==> src/shared/bbc_params.svh <==
`ifndef BBC_PARAMS_SVH
`define BBC_PARAMS_SVH
// Register byte offsets
`define BBC_OFS_CH1_CFG   8'h00
`define BBC_OFS_CH2_CFG   8'h04
`define BBC_OFS_CH1_ADDR  8'h08
`define BBC_OFS_CH1_MASK  8'h0c
`define BBC_OFS_CH2_ADDR  8'h10
`define BBC_OFS_CH2_MASK  8'h14
`define BBC_OFS_CH1_COUNT 8'h18
`define BBC_OFS_CH3_CFG   8'h1c
`define BBC_OFS_STATUS    8'h20
`define BBC_OFS_IRQ_MASK  8'h24
`define BBC_OFS_CNT_NOW   8'h28
// Channel config field positions
`define BBC_CFG_ADDRESS_SPACE_ID_DC   0
`define BBC_CFG_ADDR_DC   1
`define BBC_CFG_BUS_LO    2
`define BBC_CFG_DIR_LO    4
`define BBC_CFG_COUNT_DC  6
`define BBC_CFG_ADDRESS_SPACE_ID_LO   8
// Channel 3 field positions
`define BBC_CH3_TLB_EN    0
`define BBC_CH3_IO_EN     1
`define BBC_CH3_IO_WR     2
// Reset values and maximum count
`define BBC_RST_CFG       32'h0000_0003
`define BBC_RST_COUNT     12'h001
`define BBC_RST_ADDRESS_SPACE_ID      8'h00
`define BBC_MAX_COUNT     12'hfff
`endif

==> src/shared/bbc_pkg.sv <==
package bbc_pkg;
    typedef enum logic [1:0] {BS_ALL, BS_DATA, BS_DMA, BS_RSV} bbc_bus_sel_t;
    typedef enum logic [1:0] {DIR_RW, DIR_READ, DIR_WRITE, DIR_RSV} bbc_dir_sel_t;

    typedef struct packed {
        logic         valid;
        logic [31:0]  addr;
        logic         write;
        logic         dma;
        logic [7:0]   address_space_id;
    } bbc_bus_cycle_t;

    typedef struct packed {
        logic [7:0]   address_space_id;
        logic         spare;
        logic         count_dc;
        bbc_dir_sel_t dir;
        bbc_bus_sel_t bus;
        logic         addr_dc;
        logic         address_space_id_dc;
    } bbc_ch_cfg_t;
endpackage

==> src/logic/bbc_top.sv <==
`timescale 1ns/1ps
`include "bbc_params.svh"
//////////////////////////////////////////////////////////////////////////////////////////////////
//////////////////////////////////////////////////////////////////////////////////////////////////
module bbc_top #(
    parameter bit HAS_MMU = 1'b1
) (
    input  wire logic        CLK,            // Processor clock, 40 MHz
    input  wire logic        RST_N,          // Asynchronous reset, active low
    input  wire logic [7:0]  AWADDR,         // Write address
    input  wire logic        AWVALID,        // Write address valid
    output logic             AWREADY,        // Write address ready
    input  wire logic [31:0] WDATA,          // Write data
    input  wire logic [3:0]  WSTRB,          // Write byte strobes
    input  wire logic        WVALID,         // Write data valid
    output logic             WREADY,         // Write data ready
    output logic [1:0]       BRESP,          // Write response
    output logic             BVALID,         // Write response valid
    input  wire logic        BREADY,         // Write response ready
    input  wire logic [7:0]  ARADDR,         // Read address
    input  wire logic        ARVALID,        // Read address valid
    output logic             ARREADY,        // Read address ready
    output logic [31:0]      RDATA,          // Read data
    output logic [1:0]       RRESP,          // Read response
    output logic             RVALID,         // Read data valid
    input  wire logic        RREADY,         // Read data ready
    input  wire logic        BUS_VALID,      // A bus cycle completes this clock
    input  wire logic [31:0] BUS_ADDR,       // Bus cycle address
    input  wire logic        BUS_WRITE,      // Bus cycle is a write
    input  wire logic        BUS_DMA,        // Bus cycle issued by the DMA controller
    input  wire logic [7:0]  BUS_ADDRESS_SPACE_ID,       // Current address_space_id
    input  wire logic        BUS_IO_AREA,    // Bus cycle targets the internal I/O area
    input  wire logic        TLB_LOAD_DONE,  // tlb_load_instruction finished executing
    output logic             BREAK_REQ,      // One-cycle break request
    output logic [2:0]       BREAK_CH,       // Channels that caused BREAK_REQ
    output logic             IRQ             // Level interrupt
);
    //////////////////////////////////////////////////////////////////////////////////////////////
    // Register file
    bbc_pkg::bbc_ch_cfg_t  cfg1;
    bbc_pkg::bbc_ch_cfg_t  cfg2;
    logic [31:0]           addr1;
    logic [31:0]           mask1;
    logic [31:0]           addr2;
    logic [31:0]           mask2;
    logic [11:0]           count_target;
    logic [2:0]            ch3_cfg;
    logic [2:0]            status;
    logic [2:0]            irq_mask;
    logic [11:0]           count_now;

    logic                  aw_got;
    logic                  w_got;
    logic [7:0]            aw_addr;
    logic [31:0]           w_data;
    logic [3:0]            w_strb;
    logic                  do_write;
    logic [31:0]           next_wval;
    logic [2:0]            w1c;
    logic                  bad_wr;

    assign AWREADY  = !aw_got && !BVALID;
    assign WREADY   = !w_got && !BVALID;
    assign do_write = aw_got && w_got && !BVALID;
    assign w1c      = (do_write && aw_addr == `BBC_OFS_STATUS && w_strb[0]) ? w_data[2:0] : 3'h0;

    always_comb begin
        next_wval = 32'h0;
        case (aw_addr)
            `BBC_OFS_CH1_CFG:   next_wval = 32'(cfg1);
            `BBC_OFS_CH2_CFG:   next_wval = 32'(cfg2);
            `BBC_OFS_CH1_ADDR:  next_wval = addr1;
            `BBC_OFS_CH1_MASK:  next_wval = mask1;
            `BBC_OFS_CH2_ADDR:  next_wval = addr2;
            `BBC_OFS_CH2_MASK:  next_wval = mask2;
            `BBC_OFS_CH1_COUNT: next_wval = 32'(count_target);
            `BBC_OFS_CH3_CFG:   next_wval = 32'(ch3_cfg);
            `BBC_OFS_IRQ_MASK:  next_wval = 32'(irq_mask);
            default:            next_wval = 32'h0;
        endcase
        for (int i = 0; i < 4; i++) begin
            if (w_strb[i]) begin
                next_wval[i*8 +: 8] = w_data[i*8 +: 8];
            end
        end
    end

    always_comb begin
        case (aw_addr)
            `BBC_OFS_CH1_CFG, `BBC_OFS_CH2_CFG, `BBC_OFS_CH1_ADDR, `BBC_OFS_CH1_MASK,
            `BBC_OFS_CH2_ADDR, `BBC_OFS_CH2_MASK, `BBC_OFS_CH1_COUNT, `BBC_OFS_CH3_CFG,
            `BBC_OFS_STATUS, `BBC_OFS_IRQ_MASK, `BBC_OFS_CNT_NOW: bad_wr = 1'b0;
            default: bad_wr = 1'b1;
        endcase
    end

    // Write channel: address and data taken in either order
    always_ff @(posedge CLK or negedge RST_N) begin
        if (!RST_N) begin
            aw_got  <= 1'b0;
            w_got   <= 1'b0;
            aw_addr <= 8'h00;
            w_data  <= 32'h0;
            w_strb  <= 4'h0;
            BVALID  <= 1'b0;
            BRESP   <= 2'h0;
        end else begin
            if (AWVALID && AWREADY) begin
                aw_got  <= 1'b1;
                aw_addr <= AWADDR;
            end
            if (WVALID && WREADY) begin
                w_got  <= 1'b1;
                w_data <= WDATA;
                w_strb <= WSTRB;
            end
            if (do_write) begin
                aw_got <= 1'b0;
                w_got  <= 1'b0;
                BVALID <= 1'b1;
                BRESP  <= bad_wr ? 2'h2 : 2'h0;
            end else if (BVALID && BREADY) begin
                BVALID <= 1'b0;
            end
        end
    end

    always_ff @(posedge CLK or negedge RST_N) begin
        if (!RST_N) begin
            cfg1         <= bbc_pkg::bbc_ch_cfg_t'(`BBC_RST_CFG);
            cfg2         <= bbc_pkg::bbc_ch_cfg_t'(`BBC_RST_CFG);
            addr1        <= 32'h0;
            mask1        <= 32'h0;
            addr2        <= 32'h0;
            mask2        <= 32'h0;
            count_target <= `BBC_RST_COUNT;
            ch3_cfg      <= 3'h0;
            irq_mask     <= 3'h0;
        end else if (do_write) begin
            case (aw_addr)
                `BBC_OFS_CH1_CFG:   cfg1         <= bbc_pkg::bbc_ch_cfg_t'(next_wval[15:0]);
                `BBC_OFS_CH2_CFG:   cfg2         <= bbc_pkg::bbc_ch_cfg_t'(next_wval[15:0]);
                `BBC_OFS_CH1_ADDR:  addr1        <= next_wval;
                `BBC_OFS_CH1_MASK:  mask1        <= next_wval;
                `BBC_OFS_CH2_ADDR:  addr2        <= next_wval;
                `BBC_OFS_CH2_MASK:  mask2        <= next_wval;
                `BBC_OFS_CH1_COUNT: count_target <= next_wval[11:0];
                `BBC_OFS_CH3_CFG:   ch3_cfg      <= next_wval[2:0];
                `BBC_OFS_IRQ_MASK:  irq_mask     <= next_wval[2:0];
                default: ;
            endcase
        end
    end

    // Read channel
    assign ARREADY = !RVALID;
    always_ff @(posedge CLK or negedge RST_N) begin
        if (!RST_N) begin
            RVALID <= 1'b0;
            RDATA  <= 32'h0;
            RRESP  <= 2'h0;
        end else if (ARVALID && ARREADY) begin
            RVALID <= 1'b1;
            RRESP  <= 2'h0;
            case (ARADDR)
                `BBC_OFS_CH1_CFG:   RDATA <= 32'(cfg1);
                `BBC_OFS_CH2_CFG:   RDATA <= 32'(cfg2);
                `BBC_OFS_CH1_ADDR:  RDATA <= addr1;
                `BBC_OFS_CH1_MASK:  RDATA <= mask1;
                `BBC_OFS_CH2_ADDR:  RDATA <= addr2;
                `BBC_OFS_CH2_MASK:  RDATA <= mask2;
                `BBC_OFS_CH1_COUNT: RDATA <= 32'(count_target);
                `BBC_OFS_CH3_CFG:   RDATA <= 32'(ch3_cfg);
                `BBC_OFS_STATUS:    RDATA <= 32'(status);
                `BBC_OFS_IRQ_MASK:  RDATA <= 32'(irq_mask);
                `BBC_OFS_CNT_NOW:   RDATA <= 32'(count_now);
                default: begin
                    RDATA <= 32'h0;
                    RRESP <= 2'h2;
                end
            endcase
        end else if (RVALID && RREADY) begin
            RVALID <= 1'b0;
        end
    end

    //////////////////////////////////////////////////////////////////////////////////////////////
    // Condition matching
    bbc_pkg::bbc_bus_cycle_t cyc;
    logic                    address_space_id_ok1;
    logic                    address_space_id_ok2;
    logic                    match1;
    logic                    match2;
    logic                    io_hit;
    logic                    hit3;
    logic                    count_done;
    logic [2:0]              next_break;

    assign cyc = '{valid: BUS_VALID, addr: BUS_ADDR, write: BUS_WRITE, dma: BUS_DMA,
                   address_space_id: BUS_ADDRESS_SPACE_ID};

    function automatic logic bus_ok(input bbc_pkg::bbc_bus_sel_t sel, input logic dma);
        case (sel)
            bbc_pkg::BS_ALL:  bus_ok = 1'b1;
            bbc_pkg::BS_DATA: bus_ok = !dma;
            bbc_pkg::BS_DMA:  bus_ok = dma;
            default:          bus_ok = 1'b0;
        endcase
    endfunction

    function automatic logic dir_ok(input bbc_pkg::bbc_dir_sel_t sel, input logic wr);
        case (sel)
            bbc_pkg::DIR_RW:    dir_ok = 1'b1;
            bbc_pkg::DIR_READ:  dir_ok = !wr;
            bbc_pkg::DIR_WRITE: dir_ok = wr;
            default:            dir_ok = 1'b0;
        endcase
    endfunction

    generate
        if (HAS_MMU) begin : g_address_space_id
            assign address_space_id_ok1 = cfg1.address_space_id_dc || (cyc.address_space_id == cfg1.address_space_id);
            assign address_space_id_ok2 = cfg2.address_space_id_dc || (cyc.address_space_id == cfg2.address_space_id);
        end else begin : g_no_address_space_id
            assign address_space_id_ok1 = 1'b1;
            assign address_space_id_ok2 = 1'b1;
        end
    endgenerate

    // Masked address bits always compare equal
    assign match1 = cyc.valid && address_space_id_ok1 && bus_ok(cfg1.bus, cyc.dma)
                 && dir_ok(cfg1.dir, cyc.write)
                 && (cfg1.addr_dc || ((cyc.addr ^ addr1) & ~mask1) == 32'h0);
    assign match2 = cyc.valid && address_space_id_ok2 && bus_ok(cfg2.bus, cyc.dma)
                 && dir_ok(cfg2.dir, cyc.write)
                 && (cfg2.addr_dc || ((cyc.addr ^ addr2) & ~mask2) == 32'h0);

    assign io_hit = ch3_cfg[`BBC_CH3_IO_EN] && cyc.valid && BUS_IO_AREA
                 && (!ch3_cfg[`BBC_CH3_IO_WR] || cyc.write);
    assign hit3   = io_hit || (ch3_cfg[`BBC_CH3_TLB_EN] && TLB_LOAD_DONE);

    // A target of zero is treated as one
    assign count_done = cfg1.count_dc || (count_now + 12'h001 >= count_target);

    assign next_break = {hit3, match2, match1 && count_done};

    always_ff @(posedge CLK or negedge RST_N) begin
        if (!RST_N) begin
            count_now <= 12'h000;
        end else if (do_write && aw_addr == `BBC_OFS_CH1_COUNT) begin
            count_now <= 12'h000;
        end else if (match1 && !cfg1.count_dc) begin
            count_now <= count_done ? 12'h000 : count_now + 12'h001;
        end
    end

    always_ff @(posedge CLK or negedge RST_N) begin
        if (!RST_N) begin
            BREAK_REQ <= 1'b0;
            BREAK_CH  <= 3'h0;
        end else begin
            BREAK_REQ <= |next_break;
            BREAK_CH  <= next_break;
        end
    end

    // Sticky status, a new event wins over a clear
    always_ff @(posedge CLK or negedge RST_N) begin
        if (!RST_N) begin
            status <= 3'h0;
        end else begin
            status <= (status & ~w1c) | next_break;
        end
    end

    assign IRQ = |(status & irq_mask);
endmodule

==> config.mk <==
export PLATFORM = sky130hd
export DESIGN_NAME = bbc_top
export DESIGN_NICKNAME = d
export VERILOG_FILES = /design/src/shared/bbc_pkg.sv /design/src/logic/bbc_top.sv
export VERILOG_INCLUDE_DIRS = /design/src /design/src/shared
export SDC_FILE = /design/constraint.sdc
export NUM_CORES = 1
export LEC_CHECK = 0
export ABC_AREA = 1
export BUFFER_PORTS_ARGS = -buffer_cell sky130_fd_sc_hd__buf_4
export CAP_MARGIN = 10
export CELL_PAD_IN_SITES_DETAIL_PLACEMENT = 0
export CELL_PAD_IN_SITES_GLOBAL_PLACEMENT = 2
export CORE_ASPECT_RATIO = 0.75
export CORE_MARGIN = 2
export CORE_UTILIZATION = 34
export CTS_CLUSTER_DIAMETER = 40
export DETAILED_ROUTE_END_ITERATION = 16
export PLACE_DENSITY_LB_ADDON = 0.15
export SLEW_MARGIN = 15
export SYNTH_ARGS = -nofsm -noshare
export SYNTH_HDL_FRONTEND = slang
export SYNTH_SLANG_ARGS = --single-unit
==> constraint.sdc <==
create_clock -name CLK -period 3.1 [get_ports CLK]
set_input_delay 0.31 -clock CLK [delete_from_list [all_inputs] [get_ports CLK]]
set_output_delay 0.31 -clock CLK [all_outputs]
set_load 0.01 [all_outputs]
==> results of run 1 <==
## cell families after synthesis
logic type	after synthesis	share of synthesized area (%)
AOI/OAI and AO/OA	334	11.76
DFF	279	44.48
other	1	0.02387
buffers and inverters	350	8.840
and+or+nand+nor	1165	30.22
adders and majority gates	13	1.035
muxes	33	2.365
xor gates and xnor gates	23	1.282
## synth_stat cells (3+ instances only)
| master | number |
|---|---|
| or2_2 | 4 |
| buf_4 | 8 |
| o211ai_1 | 9 |
| o21ai_0 | 143 |
| nor2_2 | 10 |
| dfstp_2 | 5 |
| a21oi_1 | 45 |
| nand4_1 | 7 |
| dfrtp_1 | 274 |
| xor2_1 | 13 |
| buf_2 | 23 |
| nor3_1 | 18 |
| inv_2 | 12 |
| nand2_2 | 14 |
| clkbuf_1 | 45 |
| inv_1 | 256 |
| nand3_1 | 106 |
| o2111ai_1 | 9 |
| ha_1 | 13 |
| o21ai_1 | 41 |
| nand2_1 | 870 |
| nand3b_1 | 10 |
| nor2_1 | 113 |
| mux2_2 | 33 |
| nor2_4 | 5 |
| o22ai_1 | 81 |
| o221ai_1 | 3 |
| xnor2_1 | 10 |
## worst max-delay path by stage
stage	start	end	slack, ns
6_report	count_now[0]	count_now[8]	0.38
5_1_grt	count_now[2]	count_now[10]	-0.001
4_1_cts	count_now[0]	count_now[8]	0.36
3_5_place_dp	count_now[0]	count_now[2]	0.37
3_3_place_gp	count_now[0]	count_now[0]	0.39
2_1_floorplan	count_now[0]	count_now[8]	0.62
## power groups by stage
stage	Sequential (mW)	Clock [mW]	Combinational [mW]
global placement	4.67	0	3.08
floorplan	4.53	0	1.89
detailed placement	4.68	0	3.09
CTS	4.62	6.00	3.15
finish	4.62	5.90	3.16
global route	4.71	6.16	3.48
## tightest hold or removal path, cell delays in order
cell	delay (ns)
buf_4	0.08
o2111ai_1	0.09
nand2_1	0.09
inv_1	0.05
nand2_1	0.06
## area by class of cell
cell class	count	area share, %
clock inverters	37	2.460
clock buffers	53	6.399
multi-input cells	1570	36.75
inverters	270	5.057
diodes	1	0.01249
repair buffers	261	10.74
flip-flops and latches	279	34.87
well taps	595	3.715
## per-layer routing
layer  wire length [um]  up-vias
met2              26710      543
met5                  0        -
met1              31470     7571
met4               1275        0
li1                   -     7484
met3               5722       91
## registers in the layout (all words and copies together) (netlist names), 4 cells and up
| name | flops |
|---|---|
| addr2 | 32 |
| count_target | 12 |
| w_data | 32 |
| mask1 | 32 |
| w_strb | 4 |
| mask2 | 32 |
| RDATA | 32 |
| addr1 | 32 |
| aw_addr | 8 |
| count_now | 12 |
| cfg1 | 16 |
| cfg2 | 16 |
## repair_timing
item                       in CTS  in global routing
setup buffers                   0                  1
setup endpoints to repair       0                  3
hold endpoints to repair      109                  0
resized for setup               0                  1
hold buffers                   49                  0
==> results.cfg, run 1 <==
[status]
outcome = finished, final reports clean

[final_layout]
final-seq-area_sq_um = 6989
layout_common_cells = 869 x nand2_1, 273 x dfrtp_1, 256 x inv_1, 206 x buf_4, 143 x o21ai_0
finalNetCount = 2547
drive_above_1_share_pct = 15.99
nFillCells = 4714
fin_area_sq_um = 20040
final_common_cell = nand2_1
syn_to_final_growth_pct = 27.57
instances_no_fill = 3066
multiInputGateArea_sq_um = 7365
finalCoreUtilization_pct = 43.78

[grt]
grt_pass1_vias = 14990
grt_max_degree = 88
overflow = 0
grt_pass1_wl_um = 96560
top_usage_layer = met1
use_met1_pct = 41.62
grt_use_total_pct = 27.32
grtUsageMet3_pct = 6.020
antenna_found_initial = 3
use_met2_pct = 38.81

[synthesis]
synth.distinct_cells = 41
postSynthAreaPerCell_sq_um = 7.147
synth_area_sq_um = 15710
async_flop_share_pct = 100.0
synth-seq-area-share_pct = 44.48
synth_edf_count = 0
synth_top_area_cell = dfrtp_1
synth_ff_type = dfrtp_1
ys_seq_elements = 279
yosysTopAreaCellShare_pct = 43.64
synth.area.top_cells = dfrtp_1 44%, nand2_1 21%, inv_1 6.1%
ys_warn_count = 0
syn_inst = 2198

[critical_path]
ff2ff_setup_slack_ns = 0.38
cp-start-kind = register
worstReg2RegEnd = count_now[8]
cpMaxStageDelayCell = dfrtp_2
timing.rr.start = count_now[0]
r2r_cells = 19
cp.depth = 19
crit_chain = ha_1 -> nand3_1 -> nor2_1 -> nand3_1 -> nor2_1 -> nand2_1 -> xor2_1 -> inv_1 -> ha_1 -> nand2_1 -> nor2_1 -> nand2_1 -> a21oi_1 -> nor2_1 -> nand4_1 -> buf_4 -> nor2_1 -> nand2_1 -> nand2_1
cp.required_ns = 3.56
critical_path.max_fanout = 12
critPathMaxStageDelay_ns = 0.40
arrival_ns = 3.18
crit_family = simple AND/OR/NAND/NOR gates
end_kind = register
crit_type = reg2reg
critPathBufInv = 2

[timing]
period_share_pct = 87.77
setup_ws_ns = 0.3792
hold_slack_ns = 0.1268
drv_slew = 0
maxSlewHeadroom_pct = 30.56
fin_worst_skew_ns = 0.02625
setup_violations = 0
setup_tns_ns = 0
fin_crit_ns = 2.721
max_freq_mhz = 367.5
hold_viol_final = 0
worstMarginPinSlew_ns = 1.038

[detailed_routing]
wl_per_cell_um = 21.26
drtIter0Drc = 1475
wirelength_um = 65170
vias = 15690
ant_nets = 0
drt_drc_violations_left = 0
viasPerCell = 5.117
firstDrtPassIters = 5

[clock_tree]
cts-buffers-inserted = 48
clk_latency_ns = 0.59
cts.clk_slew.worst_paths_ns = 0.06
root_buffer = clkbuf_16
cts_tree = built
cts_buffer_depth = 3
cts.sinks = 279
cts_max_level = 2

[worst_hold_path]
whs_endpoint = status[2]
whs_path_depth = 5
hp-class = in2reg
hold_start = BUS_IO_AREA

[placed_design]
port_buffers = 147
dp_hpwl_um = 48120
placed_cell_area_sq_um = 17760
gp_congestion = 0.8882
pre_cts_slack_ns = 0.3707
dp.cells = 2925

[job]
drv_cap = 0

[floorplan]
die_w_um = 252.2
start_util_pct = 34.32
rows = 68
die_h_um = 190.2
die_area_sq_um = 47960
num_io_pins = 150
core_sq_um = 45770

[power]
p_switching_mw = 4.681
p_seq_share_pct = 33.8
vdd_drop_max_mv = 0.4132
total_power_mw = 13.69
switching_share_pct = 34.20
power.share.combinational_pct = 23.1
intPower_mw = 9.006
power.leakage_nw = 9.934
clock_power_share_pct = 43.1
power_density_nw_per_um2 = 682.9
(Power assumes the default switching activity.)
==> run 2, diff against run 1 <==
--- a/config.mk
+++ b/config.mk
@@ -17,6 +17,7 @@
 export CTS_CLUSTER_DIAMETER = 40
 export DETAILED_ROUTE_END_ITERATION = 16
 export PLACE_DENSITY_LB_ADDON = 0.15
+export RECOVER_POWER = 25
 export SLEW_MARGIN = 15
 export SYNTH_ARGS = -nofsm -noshare
 export SYNTH_HDL_FRONTEND = slang
==> run 2 against run 1 <==
  * The run now ends with capacitance limit, slew limit left
  * Worst hold slack hardly changed
  * Non-clock buffer count did not move
  * Final area is 0.11% lower
  * Register-to-register slack hardly changed
  * Via count stayed put
  * Sequential power about the same
  * Critical path type unchanged
  * Largest power group unchanged
  * Highest routed layer unchanged
==> results.cfg, run 2 (same netlist as run 1, synthesis figures left out) <==
[clock_tree]
cts-buffers-inserted = 48
cts.sinks = 279
cts_max_level = 2
root_buffer = clkbuf_16
cts_buffer_depth = 3
cts.clk_slew.worst_paths_ns = 0.06
clk_latency_ns = 0.59
cts_tree = built

[floorplan]
die_h_um = 190.2
core_sq_um = 45770
die_area_sq_um = 47960
start_util_pct = 34.32
die_w_um = 252.2
rows = 68
num_io_pins = 150

[final_layout]
instances_no_fill = 3066
layout_common_cells = 869 x nand2_1, 273 x dfrtp_1, 256 x inv_1, 206 x buf_4, 143 x o21ai_0
final_common_cell = nand2_1
drive_above_1_share_pct = 15.99
syn_to_final_growth_pct = 27.43
fin_area_sq_um = 20020
nFillCells = 4717
finalNetCount = 2547

[timing]
setup_tns_ns = 0
period_share_pct = 87.77
worstMarginPinSlew_ns = 1.862
hold_slack_ns = 0.1269
fin_worst_skew_ns = 0.02626
max_freq_mhz = 367.5
hold_viol_final = 0
drv_slew = 64
setup_violations = 0
fin_crit_ns = 2.721
maxSlewHeadroom_pct = -24.12

[critical_path]
arrival_ns = 3.18
cp-start-kind = register
cp.required_ns = 3.56
cp-startpoint = count_now[0]
timing.rr.start = count_now[0]
end_kind = register
crit_type = reg2reg
critical_path.max_fanout = 12

[detailed_routing]
drtIter0Drc = 1475
firstDrtPassIters = 5
met1Wirelength_um = 31410
wirelength_um = 65160
viasPerCell = 5.117
wl_per_cell_um = 21.25
highest-signal-layer = met4
ant_nets = 0
wl_met3_um = 5776
dr_wl_met2_um = 26690
drt_drc_violations_left = 0
vias = 15690

[status]
violations = capacitance limit, slew limit
outcome = complete, but fails checks

[placed_design]
port_buffers = 147
dp_hpwl_um = 48120
placed_cell_area_sq_um = 17760
gp_congestion = 0.8882
dp.cells = 2925

[power]
power.leakage_nw = 9.926
vdd_drop_max_mv = 0.4132
power_density_nw_per_um2 = 683.5
total_power_mw = 13.68

[grt]
grt_pass1_wl_um = 96560
grt_pass1_vias = 14990
overflow = 0
grt_max_degree = 88
grt_use_total_pct = 27.32
antenna_found_initial = 3

[job]
drv_cap = 1

[worst_hold_path]
hp-class = in2reg
hold_start = BUS_IO_AREA
run 2: timing repair:
action,4_1_cts,5_1_grt
endpoints found under the setup margin,0,3
setup buffers,0,1
resized for setup,0,1
endpoints found under the hold margin,109,0
hold buffers,49,0
run 2: final timing paths:
check,slack [ns],depth (start not counted),end
worst min register to register,0.48,2,cfg1[1]
worst max register to register,0.38,19,count_now[8]
min in group asynchronous,0.78,2,RDATA[17]
worst min-delay path,0.13,5,status[2]
worst max-delay path,0.38,19,count_now[8]
max in group asynchronous,0.45,3,mask2[10]
run 2: layer usage:
layer	global-route usage, %	vias up
li1	-	7483
met1	41.62	7574
met2	38.81	541
met3	6.020	91
met4	6.668	0
met5	0	-
run 2: area by class of cell:
cell class / instances / area, sq um / area share (%)
repair buffers: 261 / 2130 / 10.64
clock inverters: 37 / 493.0 / 2.463
diodes: 1 / 2.502 / 0.01250
multi-input cells: 1570 / 7365 / 36.79
well taps: 595 / 744.5 / 3.719
flip-flops and latches: 279 / 6989 / 34.91
clock buffers: 53 / 1282 / 6.406
inverters: 270 / 1013 / 5.062
run 2: stage by stage:
step | utilization [%] | setup WS [ns]
after floorplan | - | 0.6182
after global placement | 38.81 | 0.3879
after detailed placement | 38.81 | 0.3707
after CTS | 43.76 | 0.3564
after global routing | 43.73 | -0.001410
final | 43.74 | 0.3792
run 2: power by group:
part	leakage, nW	internal, mW	switching, mW
clock	0.860	3.79	2.11
combinational	5.33	1.01	2.15
sequential	3.73	4.21	0.418
total	9.93	9.00	4.68
run 2: critical path, stage by stage (launching register included):
cell,delay (ns)
dfrtp_2,0.40
ha_1,0.19
nand3_1,0.11
nor2_1,0.13
nand3_1,0.13
nor2_1,0.11
nand2_1,0.07
xor2_1,0.18
inv_1,0.07
ha_1,0.27
nand2_1,0.06
nor2_1,0.18
nand2_1,0.07
a21oi_1,0.12
nor2_1,0.07
nand4_1,0.07
buf_4,0.21
nor2_1,0.06
nand2_1,0.06
nand2_1,0.04
==> run 3, diff against run 2 <==
--- a/config.mk
+++ b/config.mk
@@ -15,6 +15,7 @@
 export CORE_MARGIN = 2
 export CORE_UTILIZATION = 34
 export CTS_CLUSTER_DIAMETER = 40
+export CTS_CLUSTER_SIZE = 14
 export DETAILED_ROUTE_END_ITERATION = 16
 export PLACE_DENSITY_LB_ADDON = 0.15
 export RECOVER_POWER = 25
==> constraint.sdc (replaced) <==
create_clock -name CLK -period 3.05 [get_ports CLK]
set_input_delay 0.305 -clock CLK [delete_from_list [all_inputs] [get_ports CLK]]
set_output_delay 0.305 -clock CLK [all_outputs]
set_load 0.01 [all_outputs]
==> run 3 against run 2 <==
  * The flow still finishes with violations (capacitance limit, slew limit)
  * Non-clock buffer count is 7 lower
  * First-iteration DRC count is 3.3% higher
  * Setup slack worse by 0.013 ns
  * Clock skew shrank 0.0056 ns
  * Critical path type unchanged
  * Largest cell class unchanged
  * Largest power group unchanged
==> results.cfg, run 3 (same netlist as run 1, synthesis figures left out) <==
[status]
outcome = complete, but fails checks
violations = capacitance limit, slew limit

[detailed_routing]
firstDrtPassIters = 5
drt_drc_violations_left = 0
drtIter0Drc = 1523
ant_nets = 0
wl_per_cell_um = 21.46
viasPerCell = 5.144
vias = 15710
wirelength_um = 65540

[timing]
fin_worst_skew_ns = 0.02064
period_share_pct = 87.99
hold_viol_final = 0
worstMarginPinSlew_ns = 2.291
setup_violations = 0
drv_slew = 77
rsz0062_at_grt = false
fin_crit_ns = 2.684
setup_tns_ns = 0
max_freq_mhz = 372.6
maxSlewHeadroom_pct = -52.74

[critical_path]
timing.rr.start = count_now[2]
critical_path.max_fanout = 12
end_kind = register
cp.required_ns = 3.54
crit_type = reg2reg
cpMaxStageDelayCell = dfrtp_1
critPathMaxStageDelay_ns = 0.40
cp-startpoint = count_now[2]
arrival_ns = 3.18
path_common_cell = nand2_1
cp-start-kind = register
crit_chain = inv_1 -> nor3_1 -> buf_4 -> nand3_1 -> o21ai_0 -> nand2_1 -> inv_1 -> ha_1 -> a21oi_1 -> o21ai_0 -> nand2_1 -> nand3b_1 -> nor2_1 -> nand4_1 -> buf_6 -> nor2_1 -> nand2_1 -> nand2_1

[grt]
grt_max_degree = 80
use_met2_pct = 39.11
grt_pass1_wl_um = 97820
grtUsageMet3_pct = 5.596
antenna_found_initial = 2
use_met1_pct = 42.34
top_usage_layer = met1
grt_use_total_pct = 27.55
overflow = 0
grt_pass1_vias = 15090

[final_layout]
drive_above_1_share_pct = 15.70
final_common_cell = nand2_1
layout_common_cells = 869 x nand2_1, 273 x dfrtp_1, 256 x inv_1, 198 x buf_4, 143 x o21ai_0
multiInputGateArea_sq_um = 7375
finalNetCount = 2539
finalCoreUtilization_pct = 43.19
antenna_cells = 0
syn_to_final_growth_pct = 25.84
instances_no_fill = 3054
final-seq-area_sq_um = 6989
nFillCells = 4773

[floorplan]
die_w_um = 252.2
die_h_um = 190.2
rows = 68
core_sq_um = 45770
die_area_sq_um = 47960
start_util_pct = 34.32
num_io_pins = 150

[clock_tree]
cts_max_level = 2
cts_tree = built
cts.sinks = 279
cts.clk_slew.worst_paths_ns = 0.05
clk_latency_ns = 0.57
cts-buffers-inserted = 47
cts_buffer_depth = 3
root_buffer = clkbuf_16

[worst_hold_path]
hold_start = WSTRB[1]
hp-class = in2reg

[placed_design]
dp.cells = 2922
port_buffers = 147
gp_congestion = 0.9093
dp_hpwl_um = 47850

[power]
power.leakage_nw = 9.810
power_density_nw_per_um2 = 667.0
vdd_drop_max_mv = 0.3483

[job]
drv_cap = 1
run 3: final timing paths:
path | to | slack (ns) | cells after the start
max in group asynchronous | mask1[28] | 0.51 | 3
max | count_now[8] | 0.37 | 18
max reg2reg | count_now[8] | 0.37 | 18
min reg2reg | cfg1[1] | 0.48 | 2
min in group asynchronous | RDATA[17] | 0.94 | 2
min | w_strb[1] | 0.02 | 3
run 3: what timing repair did:
item | CTS | global route
endpoints found under the setup margin | 0 | 13
gates resized for setup | 0 | 5
buffers inserted | 0 | 0
hold buffers | 46 | 0
endpoints found under the hold margin | 119 | 0
run 3: per-stage QoR:
| step | power, mW | area, sq um | setup slack [ns] | hold WS, ns |
|---|---|---|---|---|
| after floorplan | 6.525 | 15710 | 0.5682 | 0.009409 |
| after global placement | 7.877 | 17770 | 0.3269 | 0.3634 |
| after detailed placement | 7.917 | 17770 | 0.2630 | 0.3635 |
| after CTS | 13.26 | 19770 | 0.2481 | 0.003269 |
| after global routing | 13.86 | 19770 | 0.01805 | 0.03432 |
| final | 13.19 | 19770 | 0.3664 | 0.01872 |
run 3: final cells by class:
cell class | instances | area share, %
Clock buffer | 60 | 6.601
Timing Repair Buffer | 254 | 10.66
Clock inverter | 26 | 1.190
Multi-Input combinational cell | 1570 | 37.30
Sequential cell | 279 | 35.35
Inverter | 270 | 5.126
Tap cell | 595 | 3.766
run 3: critical path: cells and delay by family, from the launching register on:
family | cells | cell delay [ns]
AO/OA/AOI/OAI | 3 | 0.45
buffers and inverters | 4 | 0.50
adder cells (fa/ha/maj) | 1 | 0.23
AND/OR/NAND/NOR | 10 | 1.04
flip-flops | 1 | 0.40
run 3: power breakdown:
group	total (mW)	leakage (nW)	internal [mW]	switching, mW
sequential	4.71	3.73	4.28	0.430
clock	5.25	0.755	3.21	2.03
combinational	3.23	5.32	1.04	2.19
total	13.2	9.81	8.53	4.66
run 3: metal layers:
metal | up-vias | wire length, um
li1 | 7444 | -
met4 | 0 | 1266
met5 | - | 0
met1 | 7522 | 31400
met2 | 654 | 27110
met3 | 89 | 5755
